===== src/tbt_pkg.sv =====
// Constants shared by the registered bus transceiver design files.
// Assumes a single 50 MHz system clock; no register bus exists.

package tbt_pkg;

  // ---------------------------------------------------------------
  // Widths
  // ---------------------------------------------------------------
  localparam int HALF_W   = 9;
  localparam int HALVES   = 2;
  localparam int BUS_W    = HALF_W * HALVES;

  // ---------------------------------------------------------------
  // Half indices within the bus
  // ---------------------------------------------------------------
  localparam int HALF1_LSB = 0;
  localparam int HALF2_LSB = 9;

  // ---------------------------------------------------------------
  // Synchroniser depth and timing
  // ---------------------------------------------------------------
  localparam int SYNC_STAGES   = 2;
  localparam int CLK_PERIOD_NS = 20;

  // ---------------------------------------------------------------
  // Reset values
  // ---------------------------------------------------------------
  localparam logic [8:0] HALF_RESET_VAL = 9'h000;
  localparam logic       DRIVE_OFF_N    = 1'h1;
  localparam logic       SYNC_RESET_VAL = 1'h0;

endpackage : tbt_pkg


===== src/tbt_transceiver.sv =====
// Top of the 18-bit registered bidirectional bus transceiver.
// Assumes all pins are asynchronous to clk; a testbench resolves pin levels from enables.

`timescale 1ns/1ps

module tbt_transceiver
(
  input  wire logic                          clk,
  input  wire logic                          resetn,
  input  wire logic                          ce,
  input  wire logic                          a_to_b_capture_clk,
  input  wire logic                          b_to_a_capture_clk,
  input  wire logic                          a_to_b_drive_en_n,
  input  wire logic                          b_to_a_drive_en_n,
  input  wire logic                          half1_a_to_b_capture_en_n,
  input  wire logic                          half2_a_to_b_capture_en_n,
  input  wire logic                          half1_b_to_a_capture_en_n,
  input  wire logic                          half2_b_to_a_capture_en_n,
  input  wire logic [tbt_pkg::BUS_W-1:0]     a_in,
  output logic      [tbt_pkg::BUS_W-1:0]     a_out,
  output logic      [tbt_pkg::BUS_W-1:0]     a_oe,
  input  wire logic [tbt_pkg::BUS_W-1:0]     b_in,
  output logic      [tbt_pkg::BUS_W-1:0]     b_out,
  output logic      [tbt_pkg::BUS_W-1:0]     b_oe
);

  // ---------------------------------------------------------------
  // Edge detection helper.
  // ---------------------------------------------------------------
  function automatic logic tbt_rise(input logic cur, input logic prev);
    tbt_rise = cur & ~prev;
  endfunction : tbt_rise

  // ---------------------------------------------------------------
  // Synchroniser stages for pin inputs.
  // ---------------------------------------------------------------
  logic                           ab_clk_s1_reg;
  logic                           ab_clk_s2_reg;
  logic                           ab_clk_prev_reg;
  logic                           ba_clk_s1_reg;
  logic                           ba_clk_s2_reg;
  logic                           ba_clk_prev_reg;
  logic                           ab_drv_s1_reg;
  logic                           ab_drv_s2_reg;
  logic                           ba_drv_s1_reg;
  logic                           ba_drv_s2_reg;
  logic [3:0]                     cen_s1_reg;
  logic [3:0]                     cen_s2_reg;
  logic [tbt_pkg::BUS_W-1:0]      a_s1_reg;
  logic [tbt_pkg::BUS_W-1:0]      a_s2_reg;
  logic [tbt_pkg::BUS_W-1:0]      b_s1_reg;
  logic [tbt_pkg::BUS_W-1:0]      b_s2_reg;

  // ---------------------------------------------------------------
  // Capture pulses and stored data.
  // ---------------------------------------------------------------
  logic                           ab_pulse;
  logic                           ba_pulse;
  logic [tbt_pkg::HALF_W-1:0]     ab_h1_reg;
  logic [tbt_pkg::HALF_W-1:0]     ab_h2_reg;
  logic [tbt_pkg::HALF_W-1:0]     ba_h1_reg;
  logic [tbt_pkg::HALF_W-1:0]     ba_h2_reg;
  logic                           b_drive_reg;
  logic                           a_drive_reg;

  // ---------------------------------------------------------------
  // Capture clock synchronisers.
  // ---------------------------------------------------------------
  always_ff @(posedge clk or negedge resetn)
  begin
    if (!resetn)
    begin
      ab_clk_s1_reg   <= tbt_pkg::SYNC_RESET_VAL;
      ab_clk_s2_reg   <= tbt_pkg::SYNC_RESET_VAL;
      ab_clk_prev_reg <= tbt_pkg::SYNC_RESET_VAL;
      ba_clk_s1_reg   <= tbt_pkg::SYNC_RESET_VAL;
      ba_clk_s2_reg   <= tbt_pkg::SYNC_RESET_VAL;
      ba_clk_prev_reg <= tbt_pkg::SYNC_RESET_VAL;
    end
    else if (ce)
    begin
      ab_clk_s1_reg   <= a_to_b_capture_clk;
      ab_clk_s2_reg   <= ab_clk_s1_reg;
      ab_clk_prev_reg <= ab_clk_s2_reg;
      ba_clk_s1_reg   <= b_to_a_capture_clk;
      ba_clk_s2_reg   <= ba_clk_s1_reg;
      ba_clk_prev_reg <= ba_clk_s2_reg;
    end
  end

  // ---------------------------------------------------------------
  // Drive enable synchronisers.
  // ---------------------------------------------------------------
  always_ff @(posedge clk or negedge resetn)
  begin
    if (!resetn)
    begin
      ab_drv_s1_reg <= tbt_pkg::DRIVE_OFF_N;
      ab_drv_s2_reg <= tbt_pkg::DRIVE_OFF_N;
      ba_drv_s1_reg <= tbt_pkg::DRIVE_OFF_N;
      ba_drv_s2_reg <= tbt_pkg::DRIVE_OFF_N;
    end
    else if (ce)
    begin
      ab_drv_s1_reg <= a_to_b_drive_en_n;
      ab_drv_s2_reg <= ab_drv_s1_reg;
      ba_drv_s1_reg <= b_to_a_drive_en_n;
      ba_drv_s2_reg <= ba_drv_s1_reg;
    end
  end

  // ---------------------------------------------------------------
  // Capture enable synchronisers, one per half and direction.
  // ---------------------------------------------------------------
  always_ff @(posedge clk or negedge resetn)
  begin
    if (!resetn)
    begin
      cen_s1_reg <= 4'hF;
      cen_s2_reg <= 4'hF;
    end
    else if (ce)
    begin
      cen_s1_reg <= {half2_b_to_a_capture_en_n, half1_b_to_a_capture_en_n,
                     half2_a_to_b_capture_en_n, half1_a_to_b_capture_en_n};
      cen_s2_reg <= cen_s1_reg;
    end
  end

  // ---------------------------------------------------------------
  // Data synchronisers, aligned with the capture clock path.
  // ---------------------------------------------------------------
  always_ff @(posedge clk or negedge resetn)
  begin
    if (!resetn)
    begin
      a_s1_reg <= 18'h00000;
      a_s2_reg <= 18'h00000;
      b_s1_reg <= 18'h00000;
      b_s2_reg <= 18'h00000;
    end
    else if (ce)
    begin
      a_s1_reg <= a_in;
      a_s2_reg <= a_s1_reg;
      b_s1_reg <= b_in;
      b_s2_reg <= b_s1_reg;
    end
  end

  // ---------------------------------------------------------------
  // Rising edges of the capture clocks; a steady level yields none.
  // ---------------------------------------------------------------
  assign ab_pulse = tbt_rise(ab_clk_s2_reg, ab_clk_prev_reg);
  assign ba_pulse = tbt_rise(ba_clk_s2_reg, ba_clk_prev_reg);

  // ---------------------------------------------------------------
  // Storage halves; capture ignores the drive enables.
  // ---------------------------------------------------------------
  tbt_half_store u_ab_half1
  (
    .clk           (clk),
    .resetn        (resetn),
    .ce            (ce),
    .capture_pulse (ab_pulse),
    .capture_en_n  (cen_s2_reg[0]),
    .data_in       (a_s2_reg[tbt_pkg::HALF1_LSB +: tbt_pkg::HALF_W]),
    .data_reg      (ab_h1_reg)
  );

  tbt_half_store u_ab_half2
  (
    .clk           (clk),
    .resetn        (resetn),
    .ce            (ce),
    .capture_pulse (ab_pulse),
    .capture_en_n  (cen_s2_reg[1]),
    .data_in       (a_s2_reg[tbt_pkg::HALF2_LSB +: tbt_pkg::HALF_W]),
    .data_reg      (ab_h2_reg)
  );

  tbt_half_store u_ba_half1
  (
    .clk           (clk),
    .resetn        (resetn),
    .ce            (ce),
    .capture_pulse (ba_pulse),
    .capture_en_n  (cen_s2_reg[2]),
    .data_in       (b_s2_reg[tbt_pkg::HALF1_LSB +: tbt_pkg::HALF_W]),
    .data_reg      (ba_h1_reg)
  );

  tbt_half_store u_ba_half2
  (
    .clk           (clk),
    .resetn        (resetn),
    .ce            (ce),
    .capture_pulse (ba_pulse),
    .capture_en_n  (cen_s2_reg[3]),
    .data_in       (b_s2_reg[tbt_pkg::HALF2_LSB +: tbt_pkg::HALF_W]),
    .data_reg      (ba_h2_reg)
  );

  // ---------------------------------------------------------------
  // Output driver enables.
  // ---------------------------------------------------------------
  always_ff @(posedge clk or negedge resetn)
  begin
    if (!resetn)
    begin
      b_drive_reg <= 1'h0;
      a_drive_reg <= 1'h0;
    end
    else if (ce)
    begin
      b_drive_reg <= ~ab_drv_s2_reg;
      a_drive_reg <= ~ba_drv_s2_reg;
    end
  end

  // ---------------------------------------------------------------
  // Pin outputs.
  // ---------------------------------------------------------------
  assign b_out = {ab_h2_reg, ab_h1_reg};
  assign b_oe  = {tbt_pkg::BUS_W{b_drive_reg}};
  assign a_out = {ba_h2_reg, ba_h1_reg};
  assign a_oe  = {tbt_pkg::BUS_W{a_drive_reg}};

endmodule : tbt_transceiver


===== src/tbt_half_store.sv =====
// One 9-bit storage half for one transfer direction.
// Assumes capture pulse, enable and data are already in the clk domain.

`timescale 1ns/1ps

module tbt_half_store
(
  input  wire logic                          clk,
  input  wire logic                          resetn,
  input  wire logic                          ce,
  input  wire logic                          capture_pulse,
  input  wire logic                          capture_en_n,
  input  wire logic [tbt_pkg::HALF_W-1:0]    data_in,
  output logic      [tbt_pkg::HALF_W-1:0]    data_reg
);

  // ---------------------------------------------------------------
  // Storage flip-flops.
  // ---------------------------------------------------------------
  always_ff @(posedge clk or negedge resetn)
  begin
    if (!resetn)
    begin
      data_reg <= tbt_pkg::HALF_RESET_VAL;
    end
    else if (ce && capture_pulse && !capture_en_n)
    begin
      data_reg <= data_in;
    end
  end

endmodule : tbt_half_store


===== config.mk =====
export PLATFORM = sky130hd
export DESIGN_NAME = tbt_transceiver
export DESIGN_NICKNAME = d
export VERILOG_FILES = /design/src/tbt_pkg.sv /design/src/tbt_transceiver.sv /design/src/tbt_half_store.sv
export SDC_FILE = /design/constraint.sdc
export NUM_CORES = 1
export LEC_CHECK = 0
export BUFFER_PORTS_ARGS = -buffer_cell sky130_fd_sc_hd__buf_4
export CAP_MARGIN = 10
export CORE_ASPECT_RATIO = 0.9
export CORE_MARGIN = 3
export CORE_UTILIZATION = 30
export DETAILED_ROUTE_END_ITERATION = 10
export PLACE_DENSITY_LB_ADDON = 0.2
export SLEW_MARGIN = 15
export SYNTH_ARGS = -nofsm -noshare
export SYNTH_HDL_FRONTEND = slang
export SYNTH_SLANG_ARGS = --single-unit

===== constraint.sdc =====
create_clock -name clk -period 1.31 [get_ports clk]
set_input_delay 0.0655 -clock clk [delete_from_list [all_inputs] [get_ports clk]]
set_output_delay 0.0655 -clock clk [all_outputs]
set_load 0.03 [all_outputs]

==> reports/metrics.cfg <==
[status]
status=finished, final reports clean

[global_routing]
antenna_found_initial=0
grt_usage_pct=10.7
grt_pass1_vias=3071
grt_max_degree=52
grt_overflow=0
grt_pass1_wl_um=16200

[cells_and_area]
fin_cells=704
multi_input_area_mm2=0.00162
nNetsFinal=503
drive_gt1_share_pct=64.2
fillers=1557
post-route-util_pct=43.0
seq_area_mm2=0.00322
diodes=0
syn_to_final_growth_pct=39.2

[clocking]
cts_buffers=17
cts_sinks=128
cts-root-buf=clkbuf_16
htreeDepth=4
clk_pin_slew_ps=50
cts_buffer_depth=2
clkLatencyLatePin_ps=410
tritoncts=yes

[power]
ir_drop_v=0.000890
pwr_density_cell_mw_per_mm2=2090
leakagePower_nw=3.31

[sta]
drv_slew=0
slew_headroom_pct=81.0
period_minus_slack_ps=1300
rsz0062_at_grt=true
setup_viol=0
hold_viol_final=0
skew_ps=7.62
finalCritPeriodShare_pct=99.5
setup_ws_ps=6.73
timing.fmax_mhz=767
worst_pin_slew_ps=285

[floorplan]
die_h_um=132
die_x_um=146
io_pins=119
rows=45
initial_utilization_pct=30.9
die_area_mm2=0.0192
design.core.area_mm2=0.0171

[routing]
firstDrtPassIters=4
drt_iter0_drc=87
detail-route-antenna-nets=0
drc=0
drt_wl_total_um=9490
wl_per_cell_um=13.5
viasPerCell=4.05
vias=2848

[place]
hpwl_um=6300
dp_slack_ps=-8.89
io_buffer_count=118
dpl.cell_count=626
gp_congestion=0.662

[worst_setup_path]
startpoint_type=flop
cp_slowest_cell=dfstp_2
r2r-start=cen_s2_reg[0]
cp-startpoint=cen_s2_reg[0]
crit_required_ps=1600
endpoint_kind=flop
path_class=reg2reg
max_stage_delay_ps=520
cp_max_fo=9
critPathBufInv=1
arrival_ps=1590
cp_cell_sequence=and4bb_1 -> buf_12 -> mux2_4
cp_top_family=flip-flops

[logic_synthesis]
synth_fp_nets=359
netlist_area_mm2=0.00527
synth_seq_cells=128
ys_warn_count=0
yosysUniqueCellTypes=10
yosysSeqAreaShare_pct=61.0
avgSynthCellArea_um2=16.9
synthCells=312

[hold_path]
hold_path.class=in2async

[run]
drv_cap=0

cells by family (layout without fill, tap and decap cells):
group | count (synthesis) | after routing | share of synthesized area [%]
buf+inv | 52 | 209 | 8.14
mux | 128 | 128 | 29.9
simple gates | 4 | 4 | 0.949
flops | 128 | 128 | 61.0
final cells by class:
type	instances	area share, %
Timing Repair Buffer	175	20.9
Clock buffer	24	6.97
Multi-Input combinational cell	132	22.1
Clock inverter	8	2.03
Inverter	2	0.102
Sequential cell	128	43.9
Tap cell	235	4.01
metrics by stage:
| step | TNS, ps | total power (W) | instance area, µm² | hold WS, ps |
|---|---|---|---|---|
| 2_1_floorplan | 0 | 0.00866 | 5270 | -230 |
| 3_3_place_gp | 0 | 0.0101 | 6200 | -89.2 |
| 3_5_place_dp | -37.6 | 0.0101 | 6200 | -85.3 |
| 4_1_cts | -4.78 | 0.0156 | 7320 | 35.9 |
| 5_1_grt | -278 | 0.0161 | 7340 | 62.0 |
| 6_report | 0 | 0.0153 | 7340 | 54.5 |
cells in the mapped netlist, drive strengths merged:
| cell type | count | area (µm²) |
|---|---|---|
| mux2i | 2 | 20.0 |
| dfstp | 12 | 315 |
| mux2 | 126 | 1550 |
| inv | 2 | 7.51 |
| buf | 50 | 422 |
| dfrtp | 116 | 2900 |
| and4bb | 4 | 50.1 |
timing repair:
item	in CTS	in global routing
hold buffers	45	0
endpoints found under the setup margin	56	35
buffers inserted	0	1
cloned	0	0
pin swaps	2	0
endpoints found under the hold margin	164	0
resized for setup	2	0
where the power goes:
| group | total [W] | internal [W] | switching (W) |
|---|---|---|---|
| clock | 0.00517 | 0.00349 | 0.00168 |
| combinational | 0.00464 | 0.00226 | 0.00238 |
| sequential | 0.00551 | 0.00492 | 0.000590 |
| total | 0.0153 | 0.0107 | 0.00464 |
worst paths after layout:
path	to	slack, ps	cells after the start
hold / removal	b_s1_reg[10]	50	2
setup / recovery	u_ab_half1.data_reg[3]	7	3
max in group asynchronous	cen_s1_reg[2]	670	3
hold reg to reg	b_s2_reg[14]	490	1
setup reg to reg	u_ab_half1.data_reg[3]	7	3
min in group clk	ab_clk_prev_reg	70	2
cells in the final DEF, fill, tap and decap left out, types with 4 or more instances in the layout:
master and instances:
buf_12 8, clkbuf_16 17, and4bb_1 4, mux2_4 36, dlygate4sd3_1 45, dfstp_2 12
bufinv_16 4, mux2_2 90, dfrtp_1 114, buf_4 121, clkbuf_8 6
routing by layer:
layer / global-route usage [%] / routed length [µm] / part of all wire, % / up-vias
li1: - / - / - / 1346
met3: 3.75 / 423 / 4.5 / 12
met1: 13.2 / 4220 / 44 / 1437
met2: 16.8 / 4660 / 49 / 53
met5: 0 / 0 / 0 / -
met4: 5.06 / 184 / 1.9 / 0
No activity file was read; power rests on OpenSTA's default activity.
